===== config.mk =====
export PLATFORM = sky130hd
export DESIGN_NAME = ccr_top
export DESIGN_NICKNAME = d
export VERILOG_FILES = /design/src/hw/ccr_pkg.sv /design/src/hw/ccr_sync.sv /design/src/hw/ccr_top.sv
export SDC_FILE = /design/constraint.sdc
export NUM_CORES = 1
export LEC_CHECK = 0
export BUFFER_PORTS_ARGS = -buffer_cell sky130_fd_sc_hd__buf_2
export CELL_PAD_IN_SITES_DETAIL_PLACEMENT = 2
export CELL_PAD_IN_SITES_GLOBAL_PLACEMENT = 2
export CORE_AREA = 2 2 68 70
export DETAILED_ROUTE_END_ITERATION = 12
export DIE_AREA = 0 0 70 72
export PLACE_DENSITY = 0.88
export SETUP_SLACK_MARGIN = 0.4
export SLEW_MARGIN = 30
export SYNTH_ARGS = -nofsm -noshare
export SYNTH_HDL_FRONTEND = slang
export SYNTH_HIERARCHICAL = 1
export SYNTH_SLANG_ARGS = --single-unit

===== constraint.sdc =====
create_clock -name MCLK_IN -period 2.6 [get_ports MCLK_IN]
set_input_delay 0.26 -clock MCLK_IN [delete_from_list [all_inputs] [get_ports MCLK_IN]]
set_output_delay 0.26 -clock MCLK_IN [all_outputs]
set_load 0.01 [all_outputs]

===== src/hw/ccr_pkg.sv =====
// Constants for the comparator control register bank.
// Assumes an 8-bit special-function register bus with page select.
`default_nettype none

package ccr_pkg;

  // Register addresses and page
  localparam logic [7:0] ADDR_CTRL = 8'h9B;
  localparam logic [7:0] ADDR_MODE = 8'h9D;
  localparam logic [7:0] PAGE_CTRL = 8'h00;

  // Control register fields
  localparam int CTRL_ON_BIT = 7;
  localparam int CTRL_RESULT_BIT = 6;
  localparam int CTRL_RISE_BIT = 5;
  localparam int CTRL_FALL_BIT = 4;
  localparam int CTRL_UPHYS_HI = 3;
  localparam int CTRL_UPHYS_LO = 2;
  localparam int CTRL_LOHYS_HI = 1;
  localparam int CTRL_LOHYS_LO = 0;

  // Mode register fields
  localparam int MODE_RSVD_BIT = 7;
  localparam int MODE_RISE_IE_BIT = 5;
  localparam int MODE_FALL_IE_BIT = 4;
  localparam int MODE_SPEED_HI = 1;
  localparam int MODE_SPEED_LO = 0;

  // Reset values
  localparam logic [7:0] CTRL_RESET = 8'h00;
  localparam logic [7:0] MODE_RESET = 8'h82;
  localparam logic [1:0] SPEED_RESET = 2'h2;
  localparam logic [7:0] UNMAPPED_READ = 8'h00;

  // Hysteresis codes and their amounts in millivolts
  localparam logic [1:0] HYS_OFF = 2'h0;
  localparam logic [1:0] HYS_SMALL = 2'h1;
  localparam logic [1:0] HYS_MID = 2'h2;
  localparam logic [1:0] HYS_TOP = 2'h3;
  localparam logic [4:0] HYS_MV_OFF = 5'h00;
  localparam logic [4:0] HYS_MV_SMALL = 5'h05;
  localparam logic [4:0] HYS_MV_MID = 5'h0A;
  localparam logic [4:0] HYS_MV_TOP_UPPER = 5'h0A;
  localparam logic [4:0] HYS_MV_TOP_LOWER = 5'h14;

  // Comparator power condition
  typedef enum logic {
    PWR_OFF,
    PWR_ON
  } ccr_pwr_t;

endpackage : ccr_pkg

`default_nettype wire


===== src/hw/ccr_sync.sv =====
// Two-flop synchroniser for the raw comparator output.
// Assumes the input may change at any time relative to the clock.
`default_nettype none
`timescale 1ns/1ps

module ccr_sync (
  input wire logic clk_in,
  input wire logic rst_n_in,
  input wire logic async_in,
  output logic sync_out
);

  logic meta_r;
  logic sync_r;

  // First stage feeds only the second stage
  always_ff @(posedge clk_in or negedge rst_n_in) begin
    if (!rst_n_in) begin
      meta_r <= 1'b0;
      sync_r <= 1'b0;
    end else begin
      meta_r <= async_in;
      sync_r <= meta_r;
    end
  end

  assign sync_out = sync_r;

endmodule : ccr_sync

`default_nettype wire


===== src/hw/ccr_top.sv =====
// Control and status register bank for one voltage comparator.
// Assumes the processor's register bus with address, page and strobes,
// and an analog comparator core whose output is asynchronous.
//
// Behaviour
// - Clearing the on bit turns the comparator off into low power.
// - Result bit 6 is read-only: 1 when positive input above negative.
// - Rise flag bit 5 sets on a 0-to-1 output change, software clears.
// - Fall flag bit 4 sets on a 1-to-0 output change, software clears.
// - Upper hysteresis code bits 3-2: off, 5 mV, 10 mV, 10 mV.
// - Lower hysteresis code bits 1-0: off, 5 mV, 10 mV, 20 mV.
// - Upper hysteresis delays the rising output by the programmed amount.
// - Lower hysteresis delays the falling output by the programmed amount.
// - Mode bit 5 enables the rise interrupt.
// - Mode bit 4 enables the fall interrupt.
// - Mode bits 1:0 pick response speed, 00 fastest, 11 lowest power.
// - Mode bit 7 reads 1; software always writes 1 there.
// - Mode bits 6, 3, 2 read zero and ignore writes.
// - Mode register answers at 0x9D on every page.
// - Control register answers at 0x9B only on page 0.
// - Edge flags set regardless of interrupt enables.
// - Output seen by the logic is 0 while the comparator is off.
// - Comparator output is synchronised before any use.
`default_nettype none
`timescale 1ns/1ps

module ccr_top (
  input wire logic MCLK_IN,
  input wire logic RST_N_IN,
  input wire logic [7:0] SFR_ADDR_IN,
  input wire logic [7:0] SFR_PAGE_IN,
  input wire logic SFR_WR_IN,
  input wire logic SFR_RD_IN,
  input wire logic [7:0] SFR_WDATA_IN,
  input wire logic CMP_RAW_IN,
  output logic [7:0] SFR_RDATA_OUT,
  output logic CMP_ENABLE_OUT,
  output logic CMP_POWER_DOWN_OUT,
  output logic [1:0] UPPER_HYST_CODE_OUT,
  output logic [1:0] LOWER_HYST_CODE_OUT,
  output logic [4:0] UPPER_HYST_MV_OUT,
  output logic [4:0] LOWER_HYST_MV_OUT,
  output logic [1:0] RESPONSE_SPEED_OUT,
  output logic CMP_SYNC_OUT,
  output logic IRQ_OUT
);

  // Hysteresis code to millivolts; upper code 11 stays at 10 mV
  function automatic logic [4:0] hyst_mv(input logic [1:0] code, input logic upper);
    logic [4:0] mv;
    mv = ccr_pkg::HYS_MV_OFF;
    case (code)
      ccr_pkg::HYS_OFF: mv = ccr_pkg::HYS_MV_OFF;
      ccr_pkg::HYS_SMALL: mv = ccr_pkg::HYS_MV_SMALL;
      ccr_pkg::HYS_MID: mv = ccr_pkg::HYS_MV_MID;
      ccr_pkg::HYS_TOP: mv = upper ? ccr_pkg::HYS_MV_TOP_UPPER : ccr_pkg::HYS_MV_TOP_LOWER;
      default: mv = ccr_pkg::HYS_MV_OFF;
    endcase
    return mv;
  endfunction : hyst_mv

  // Address decode shared by the read and write paths
  function automatic logic hit_ctrl(input logic [7:0] addr, input logic [7:0] page);
    return (addr == ccr_pkg::ADDR_CTRL) && (page == ccr_pkg::PAGE_CTRL);
  endfunction : hit_ctrl

  // Mode register ignores the page select
  function automatic logic hit_mode(input logic [7:0] addr);
    return addr == ccr_pkg::ADDR_MODE;
  endfunction : hit_mode

  // Register state
  logic on_r;
  logic on_nxt;
  ccr_pkg::ccr_pwr_t pwr_r;
  ccr_pkg::ccr_pwr_t pwr_nxt;
  logic pd_r;
  logic rise_flag_r;
  logic rise_flag_nxt;
  logic fall_flag_r;
  logic fall_flag_nxt;
  logic [1:0] upper_hys_r;
  logic [1:0] upper_hys_nxt;
  logic [1:0] lower_hys_r;
  logic [1:0] lower_hys_nxt;
  logic [4:0] upper_mv_r;
  logic [4:0] lower_mv_r;
  logic rise_ie_r;
  logic rise_ie_nxt;
  logic fall_ie_r;
  logic fall_ie_nxt;
  logic [1:0] speed_r;
  logic [1:0] speed_nxt;
  logic [7:0] rdata_r;
  logic [7:0] rdata_nxt;
  logic irq_r;

  // Comparator path state
  logic cmp_sync;
  logic seen_r;
  logic seen_prev_r;
  logic rise_evt;
  logic fall_evt;

  // Decoded strobes
  logic ctrl_wr;
  logic mode_wr;
  logic ctrl_rd;
  logic mode_rd;
  logic [7:0] ctrl_view;
  logic [7:0] mode_view;

  ccr_sync u_sync (
    .clk_in(MCLK_IN),
    .rst_n_in(RST_N_IN),
    .async_in(CMP_RAW_IN),
    .sync_out(cmp_sync)
  );

  // Strobe decode
  assign ctrl_wr = SFR_WR_IN && hit_ctrl(SFR_ADDR_IN, SFR_PAGE_IN);
  assign mode_wr = SFR_WR_IN && hit_mode(SFR_ADDR_IN);
  assign ctrl_rd = SFR_RD_IN && hit_ctrl(SFR_ADDR_IN, SFR_PAGE_IN);
  assign mode_rd = SFR_RD_IN && hit_mode(SFR_ADDR_IN);

  // Gated: an off comparator reads 0 even if the core glitches
  always_ff @(posedge MCLK_IN or negedge RST_N_IN) begin
    if (!RST_N_IN) begin
      seen_r <= 1'b0;
      seen_prev_r <= 1'b0;
    end else begin
      seen_r <= cmp_sync && on_r;
      seen_prev_r <= seen_r;
    end
  end

  assign rise_evt = seen_r && !seen_prev_r;
  assign fall_evt = !seen_r && seen_prev_r;

  // Enable bit
  always_comb begin
    on_nxt = on_r;
    if (ctrl_wr) begin
      on_nxt = SFR_WDATA_IN[ccr_pkg::CTRL_ON_BIT];
    end
  end

  // Power condition follows the enable bit
  always_comb begin
    pwr_nxt = pwr_r;
    case (pwr_r)
      ccr_pkg::PWR_OFF: begin
        if (on_nxt) begin
          pwr_nxt = ccr_pkg::PWR_ON;
        end
      end
      ccr_pkg::PWR_ON: begin
        if (!on_nxt) begin
          pwr_nxt = ccr_pkg::PWR_OFF;
        end
      end
      default: begin
        pwr_nxt = ccr_pkg::PWR_OFF;
      end
    endcase
  end

  always_ff @(posedge MCLK_IN or negedge RST_N_IN) begin
    if (!RST_N_IN) begin
      on_r <= 1'b0;
    end else begin
      on_r <= on_nxt;
    end
  end

  always_ff @(posedge MCLK_IN or negedge RST_N_IN) begin
    if (!RST_N_IN) begin
      pwr_r <= ccr_pkg::PWR_OFF;
      pd_r <= 1'b1;
    end else begin
      pwr_r <= pwr_nxt;
      pd_r <= (pwr_nxt == ccr_pkg::PWR_OFF);
    end
  end

  // Edge flags; a detected edge beats a software clear in the same cycle
  always_comb begin
    rise_flag_nxt = rise_flag_r;
    if (rise_evt) begin
      rise_flag_nxt = 1'b1;
    end else if (ctrl_wr) begin
      rise_flag_nxt = SFR_WDATA_IN[ccr_pkg::CTRL_RISE_BIT];
    end
  end

  always_comb begin
    fall_flag_nxt = fall_flag_r;
    if (fall_evt) begin
      fall_flag_nxt = 1'b1;
    end else if (ctrl_wr) begin
      fall_flag_nxt = SFR_WDATA_IN[ccr_pkg::CTRL_FALL_BIT];
    end
  end

  always_ff @(posedge MCLK_IN or negedge RST_N_IN) begin
    if (!RST_N_IN) begin
      rise_flag_r <= 1'b0;
    end else begin
      rise_flag_r <= rise_flag_nxt;
    end
  end

  always_ff @(posedge MCLK_IN or negedge RST_N_IN) begin
    if (!RST_N_IN) begin
      fall_flag_r <= 1'b0;
    end else begin
      fall_flag_r <= fall_flag_nxt;
    end
  end

  // Hysteresis codes; the analog core applies the band itself
  always_comb begin
    upper_hys_nxt = upper_hys_r;
    lower_hys_nxt = lower_hys_r;
    if (ctrl_wr) begin
      upper_hys_nxt = SFR_WDATA_IN[ccr_pkg::CTRL_UPHYS_HI:ccr_pkg::CTRL_UPHYS_LO];
      lower_hys_nxt = SFR_WDATA_IN[ccr_pkg::CTRL_LOHYS_HI:ccr_pkg::CTRL_LOHYS_LO];
    end
  end

  // Millivolt outputs follow the next code so they change with it
  always_ff @(posedge MCLK_IN or negedge RST_N_IN) begin
    if (!RST_N_IN) begin
      upper_hys_r <= ccr_pkg::HYS_OFF;
      upper_mv_r <= ccr_pkg::HYS_MV_OFF;
    end else begin
      upper_hys_r <= upper_hys_nxt;
      upper_mv_r <= hyst_mv(upper_hys_nxt, 1'b1);
    end
  end

  always_ff @(posedge MCLK_IN or negedge RST_N_IN) begin
    if (!RST_N_IN) begin
      lower_hys_r <= ccr_pkg::HYS_OFF;
      lower_mv_r <= ccr_pkg::HYS_MV_OFF;
    end else begin
      lower_hys_r <= lower_hys_nxt;
      lower_mv_r <= hyst_mv(lower_hys_nxt, 1'b0);
    end
  end

  // Mode register; reserved and unused bits are not stored
  always_comb begin
    rise_ie_nxt = rise_ie_r;
    fall_ie_nxt = fall_ie_r;
    speed_nxt = speed_r;
    if (mode_wr) begin
      rise_ie_nxt = SFR_WDATA_IN[ccr_pkg::MODE_RISE_IE_BIT];
      fall_ie_nxt = SFR_WDATA_IN[ccr_pkg::MODE_FALL_IE_BIT];
      speed_nxt = SFR_WDATA_IN[ccr_pkg::MODE_SPEED_HI:ccr_pkg::MODE_SPEED_LO];
    end
  end

  always_ff @(posedge MCLK_IN or negedge RST_N_IN) begin
    if (!RST_N_IN) begin
      rise_ie_r <= 1'b0;
      fall_ie_r <= 1'b0;
    end else begin
      rise_ie_r <= rise_ie_nxt;
      fall_ie_r <= fall_ie_nxt;
    end
  end

  always_ff @(posedge MCLK_IN or negedge RST_N_IN) begin
    if (!RST_N_IN) begin
      speed_r <= ccr_pkg::SPEED_RESET;
    end else begin
      speed_r <= speed_nxt;
    end
  end

  // Read views
  always_comb begin
    ctrl_view = ccr_pkg::CTRL_RESET;
    ctrl_view[ccr_pkg::CTRL_ON_BIT] = on_r;
    ctrl_view[ccr_pkg::CTRL_RESULT_BIT] = seen_r;
    ctrl_view[ccr_pkg::CTRL_RISE_BIT] = rise_flag_r;
    ctrl_view[ccr_pkg::CTRL_FALL_BIT] = fall_flag_r;
    ctrl_view[ccr_pkg::CTRL_UPHYS_HI:ccr_pkg::CTRL_UPHYS_LO] = upper_hys_r;
    ctrl_view[ccr_pkg::CTRL_LOHYS_HI:ccr_pkg::CTRL_LOHYS_LO] = lower_hys_r;
  end

  always_comb begin
    mode_view = ccr_pkg::UNMAPPED_READ;
    mode_view[ccr_pkg::MODE_RSVD_BIT] = ccr_pkg::MODE_RESET[ccr_pkg::MODE_RSVD_BIT];
    mode_view[ccr_pkg::MODE_RISE_IE_BIT] = rise_ie_r;
    mode_view[ccr_pkg::MODE_FALL_IE_BIT] = fall_ie_r;
    mode_view[ccr_pkg::MODE_SPEED_HI:ccr_pkg::MODE_SPEED_LO] = speed_r;
  end

  // Read data is registered; unmapped reads return zero
  always_comb begin
    rdata_nxt = rdata_r;
    if (ctrl_rd) begin
      rdata_nxt = ctrl_view;
    end else if (mode_rd) begin
      rdata_nxt = mode_view;
    end else if (SFR_RD_IN) begin
      rdata_nxt = ccr_pkg::UNMAPPED_READ;
    end
  end

  always_ff @(posedge MCLK_IN or negedge RST_N_IN) begin
    if (!RST_N_IN) begin
      rdata_r <= ccr_pkg::UNMAPPED_READ;
    end else begin
      rdata_r <= rdata_nxt;
    end
  end

  // Interrupt request; the global enable lives outside
  always_ff @(posedge MCLK_IN or negedge RST_N_IN) begin
    if (!RST_N_IN) begin
      irq_r <= 1'b0;
    end else begin
      irq_r <= (rise_flag_r && rise_ie_r) || (fall_flag_r && fall_ie_r);
    end
  end

  // Outputs straight from flops
  assign SFR_RDATA_OUT = rdata_r;
  assign CMP_ENABLE_OUT = on_r;
  assign CMP_POWER_DOWN_OUT = pd_r;
  assign UPPER_HYST_CODE_OUT = upper_hys_r;
  assign LOWER_HYST_CODE_OUT = lower_hys_r;
  assign UPPER_HYST_MV_OUT = upper_mv_r;
  assign LOWER_HYST_MV_OUT = lower_mv_r;
  assign RESPONSE_SPEED_OUT = speed_r;
  assign CMP_SYNC_OUT = seen_r;
  assign IRQ_OUT = irq_r;

endmodule : ccr_top

`default_nettype wire


=== Yosys cells after proc, flatten, opt, wreduce, memory -nomap -nowiden ===
Index checks and enable logic that the tools add are counted.

* Equality and inequality tests: 8
* Mux-type cells: 13
* Bitwise operators: 1
* Reductions and logical operators: 20

{| class="wikitable"
|+ Operators by type and width
! cell !! number
|-
| 8-bit 2-to-1 mux || 3
|-
| 5-bit case mux with 4 select lines || 1
|-
| 8-bit == test (second input constant) || 2
|-
| 5-bit case mux with 3 select lines || 1
|-
| 1-bit logical AND || 10
|-
| 2-bit == test (second input constant) || 4
|-
| 8-bit logical NOT || 1
|-
| 1-bit 2-to-1 mux || 6
|-
| 2-bit by 1-bit == test with 1-bit output (second input constant) || 2
|-
| 2-bit logical NOT || 2
|-
| 2-bit 2-to-1 mux || 2
|-
| 2-bit nonzero test || 2
|-
| 3-bit nonzero test || 1
|-
| 1-bit logical NOT || 2
|-
| 2-bit OR reduction || 1
|-
| 1-bit logical OR || 1
|-
| 1-bit NOT || 1
|}

* Flip-flop bits (word level): 35
* Output and inout port bits: 28
* Logic and storage cells: 59

=== Logic depth before layout (Yosys ltp) ===
* Depth in word-level cells: 7
* Gate-level depth with buffers: 5

=== Hierarchy ===
The synthesis kept the hierarchy.

{| class="wikitable"
|+ Modules (own cells, without submodules)
! module !! times used !! cells an instance !! area each (um2) !! sequential area each (um2)
|-
| ccr_top || 1 || 93 || 1213.7 || 678.2
|-
| ccr_sync || 1 || 2 || 50.0 || 50.0
|}

=== Least setup slack after synthesis ===
OpenSTA, ideal clock, no wires.

* Path kind: input port to flip-flop
* Start point: input SFR_PAGE_IN[0]
* End point: register lower_mv_r[2] (netlist: LOWER_HYST_MV_OUT[2])
* Setup time: 125 ps
* Arrival: 1792 ps
* Path slack: 683 ps
* Cell stages on the path: 5
* Path buffers: 1
* Cell sequence: or4_4 -> nor4_4 -> nand2_4 -> buf_6 -> mux2_4

* Longest elaborated chain between the ends: 6

{| class="wikitable"
|+ Ends and longest elaborated chain
! element !! RTL line !! RTL
|-
| start, declared || ccr_top.sv:31 || <nowiki>input wire logic [7:0] SFR_PAGE_IN,</nowiki>
|-
| 8-bit logical NOT * || ccr_top.sv:64 || <nowiki>return (addr == ccr_pkg::ADDR_CTRL) && (page == ccr_pkg::PAGE_CTRL);</nowiki>
|-
| 1-bit logical AND * || ccr_top.sv:64 ||
|-
| 1-bit logical AND * || ccr_top.sv:121 || <nowiki>assign ctrl_wr = SFR_WR_IN && hit_ctrl(SFR_ADDR_IN, SFR_PAGE_IN);</nowiki>
|-
| 2-bit 2-to-1 mux * || ccr_top.sv:225 || <nowiki>if (ctrl_wr) begin</nowiki>
|-
| named net lower_hys_nxt[0] || ccr_top.sv:85 || <nowiki>logic [1:0] lower_hys_nxt;</nowiki>
|-
| 2-bit == test (tied with other cells) || ccr_top.sv:52 || <nowiki>case (code)</nowiki>
|-
| 5-bit case mux with 4 select lines * || ccr_top.sv:52 ||
|-
| end signal, assigned || ccr_top.sv:245 || <nowiki>lower_mv_r <= ccr_pkg::HYS_MV_OFF;</nowiki>
|-
| end signal, assigned || ccr_top.sv:248 || <nowiki>lower_mv_r <= hyst_mv(lower_hys_nxt, 1'b0);</nowiki>
|-
| end, declared || ccr_top.sv:87 || <nowiki>logic [4:0] lower_mv_r;</nowiki>
|}

The timed path passes the listed nets; every way through them passes the cells marked *.
A chain may end at the register's enable or synchronous reset.

=== Worst setup path after layout ===
* Start point: input SFR_PAGE_IN[0]
* End point: register upper_hys_r[1] (netlist: UPPER_HYST_CODE_OUT[1])

* Longest elaborated chain between the ends: 4

{| class="wikitable"
|+ Ends and longest elaborated chain
! element !! RTL line !! RTL
|-
| 8-bit logical NOT || ccr_top.sv:64 ||
|-
| 1-bit logical AND || ccr_top.sv:64 ||
|-
| 1-bit logical AND || ccr_top.sv:121 ||
|-
| 2-bit 2-to-1 mux || ccr_top.sv:225 ||
|-
| named net upper_hys_nxt[1] || ccr_top.sv:83 || <nowiki>logic [1:0] upper_hys_nxt;</nowiki>
|-
| end signal, assigned || ccr_top.sv:234 || <nowiki>upper_hys_r <= ccr_pkg::HYS_OFF;</nowiki>
|-
| end signal, assigned || ccr_top.sv:237 || <nowiki>upper_hys_r <= upper_hys_nxt;</nowiki>
|-
| end, declared || ccr_top.sv:82 || <nowiki>logic [1:0] upper_hys_r;</nowiki>
|}

The timed path passes the listed nets, and every way through them passes these cells.

==> summary.md <==
| Metric | Value |
|---|---|
| Status | `completed` |
| Register bit total from synthesis | `29` |
| Hold Crit Class | `input port to async pin` |
| Clk buf depth | `2` |
| Avg WL per Cell | `17.8 um` |
| PwrDens | `558 mW/mm^2` |
| Core area | `0.00426 mm^2` |
| Max Clock Skew | `0.00586 ns` |
| Syn Std Cell Area | `0.00126 mm^2` |
| WS Path Type | `input port to flop` |
| Io pins | `57` |
| Synth unique cells | `29` |
| WP data arrival | `1.81 ns` |
| CTS root buf | `clkbuf_8` |
| First-pass GRT wire length | `5860 um` |
| Overall routing resource usage | `15.5%` |
| Post-Route WL | `3610 um` |
| Synth cell count leaders | `27 x dfrtp_1, 7 x nand2_1, 6 x buf_4, 6 x mux2_2, 6 x nand2b_1` |
| Starting Density | `29.6%` |
| Remaining Overflow, GRT | `0` |
| Sequential cell area | `728 um^2` |
| Fin. max-slew vios | `0` |
| Post-route cell area | `0.00165 mm^2` |
| Final nets | `179` |
| Post-synth EDFFs | `0` |
| Synth warn | `6` |
| Largest net degree at the start of global routing | `30` |
| Critical Path End Type | `flop` |
| Hold Vio Cnt, Final | `0` |
| Share of layout cells above drive strength 1 | `53.0%` |
| Via density per instance | `4.92` |
| Pint | `718 uW` |
| Worst setup SP type | `input port` |
| Period Utilization, post-route | `63.1%` |
| Part of the power in combinational logic | `5.7%` |
| Sw Share | `22.1%` |
| P_sw | `204 uW` |
| Top-area cell type share of the netlist area | `53.5%` |
| Predominant post-synthesis flop cell | `dfrtp_1` |
| I/O Buffers | `54` |
| Max H-tree Level | `2` |
| Multi-input logic area | `468 um^2` |
| Routability congestion estimate | `0.696` |
| Worst-path maximum fanout | `12` |
| CTS Buf Count | `5` |
| Row count | `24` |
| Leak | `0.000949 uW` |
| Hpwl dp | `2870 um` |
| Mean Syn Cell Area | `13.3 um^2` |
| Antenna violations before repair | `0` |
| Placed inst area | `0.00155 mm^2` |
| Max Clk Rate | `609 MHz` |
| Worst skew pair latency | `0.28 ns` |
| Initial DRC Count | `45` |
| VDD IR-drop max | `0.000358 V` |
| Mapped Cells | `95` |
| CTS tree | `built` |
| Worst-margin pin slew | `0.707 ns` |
| Post-CTS setup buffer count | `0` |
| DRC | `0` |
| CP required | `2.77 ns` |
| Reg clk slew, reported paths | `0.07 ns` |
| Top-count cell post-synth | `dfrtp_1` |
| Ys async rst share | `100%` |
| Seq/Total Area, Yosys | `57.6%` |
| First-pass detailed-route iteration total | `4` |
| Fin Setup TNS | `0 ns` |
| Final Critical Period | `1.64 ns` |
| Ranking of synthesized cells by area | `dfrtp_1 53%, mux2_2 5.3%, dfstp_2 4.2%` |
| CTS Sinks | `29` |
| Max_cap viols | `0` |
| Antenna cells | `0` |
| Yosys top cell by area | `dfrtp_1` |
| Synth Net Count | `124` |
| Via Count | `999` |
| Slew Limit Headroom | `52.5%` |
| Die X | `70 um` |
| Setup violations, final | `0` |
| Share of power burned in registers | `49.9%` |
| Vert. Die Dim | `72 um` |
| Clock power share | `44.5%` |
| Hold Buf Count CTS | `0` |
| Vias in the first global route | `1,147` |
| DRT antenna net count | `0` |
| # resized after CTS | `0` |
| Fill cell count | `477` |
| RSZ-0062 raised after global routing | `false` |
| Area growth syn-to-layout | `30.7%` |
| Die area | `0.00504 mm^2` |
-- cell usage in the layout, fill, tap and decap left out, drive strengths merged, types with 4 or more instances in the layout --
cell type	instances
nand2	8
mux2	9
clkbuf	7
nand2b	6
nand3	4
buf	55
a22oi	4
a22o	4
dfrtp	27
mux2i	5
-- flip-flops by register name, summed over array words and instances, names as in the netlist, 2 cells and up, named ones only --
signal               cells
SFR_RDATA_OUT            8
LOWER_HYST_MV_OUT        4
UPPER_HYST_CODE_OUT      2
RESPONSE_SPEED_OUT       2
-- through the flow --
stage	util [%]	hold WS, ns	std cells	setup WS, ns	total power (uW)
2_1_floorplan	-	-0.0356	95	0.683	481
5_1_grt	38.7	0.0484	203	0.911	965
6_report	38.7	0.00471	203	0.959	922
4_1_cts	38.7	0.0183	203	0.934	936
3_5_place_dp	36.4	0.329	195	0.635	521
3_3_place_gp	36.4	0.309	195	0.688	516
-- path summary, 6_finish.rpt --
kind	depth (start not counted)	slack, ns	startpoint	endpoint
max	5	0.96	SFR_PAGE_IN[0]	UPPER_HYST_CODE_OUT[1]
min	1	0.005	RST_N_IN	SFR_RDATA_OUT[1]
max reg2reg	3	1.60	CMP_SYNC_OUT	fall_flag_r
min reg2reg	0	0.35	u_sync/meta_r	u_sync/sync_out
max in group asynchronous	1	2.17	RST_N_IN	SFR_RDATA_OUT[2]
min in group MCLK_IN	1	0.09	CMP_RAW_IN	u_sync/meta_r
-- final cells by class --
class	instances	area share, %
well taps	52	3.94
inverters	3	0.682
clock inverters	1	0.303
multi-input cells	56	28.3
repair buffers	55	16.8
clock buffers	7	5.83
flip-flops and latches	29	44.1
-- worst max-delay path: stages --
cell	delay, ns
buf_2	0.10
or4_4	0.54
nor4_4	0.38
nand2_4	0.20
mux2_4	0.34
-- metal layers --
layer | wire (um) | vias up | track usage (%)
met5 | 0 | - | 0
met4 | 55 | 0 | 4.70
met3 | 194 | 5 | 4.72
met2 | 2060 | 35 | 30.4
met1 | 1300 | 512 | 15.9
li1 | - | 447 | -
-- logic make-up (layout without fill, tap and decap cells) --
logic type      after synthesis  count (layout)  share of synthesized area (%)
other cells                   1               1                          0.297
compound gates               13              13                           8.91
buf+inv                      10              66                           5.35
flops                        29              29                           57.6
mux                          14              14                           12.9
simple gates                 28              28                           15.0
-- power groups by stage --
| stage | clock network [uW] | logic (uW) | registers (uW) |
|---|---|---|---|
| 2_1_floorplan | 0 | 13.1 | 468 |
| 3_3_place_gp | 0 | 48.4 | 468 |
| 3_5_place_dp | 0 | 53.4 | 468 |
| 4_1_cts | 423 | 53.6 | 460 |
| 5_1_grt | 447 | 57.5 | 460 |
| 6_report | 410 | 52.3 | 460 |
No activity file was read; power rests on OpenSTA's default activity.
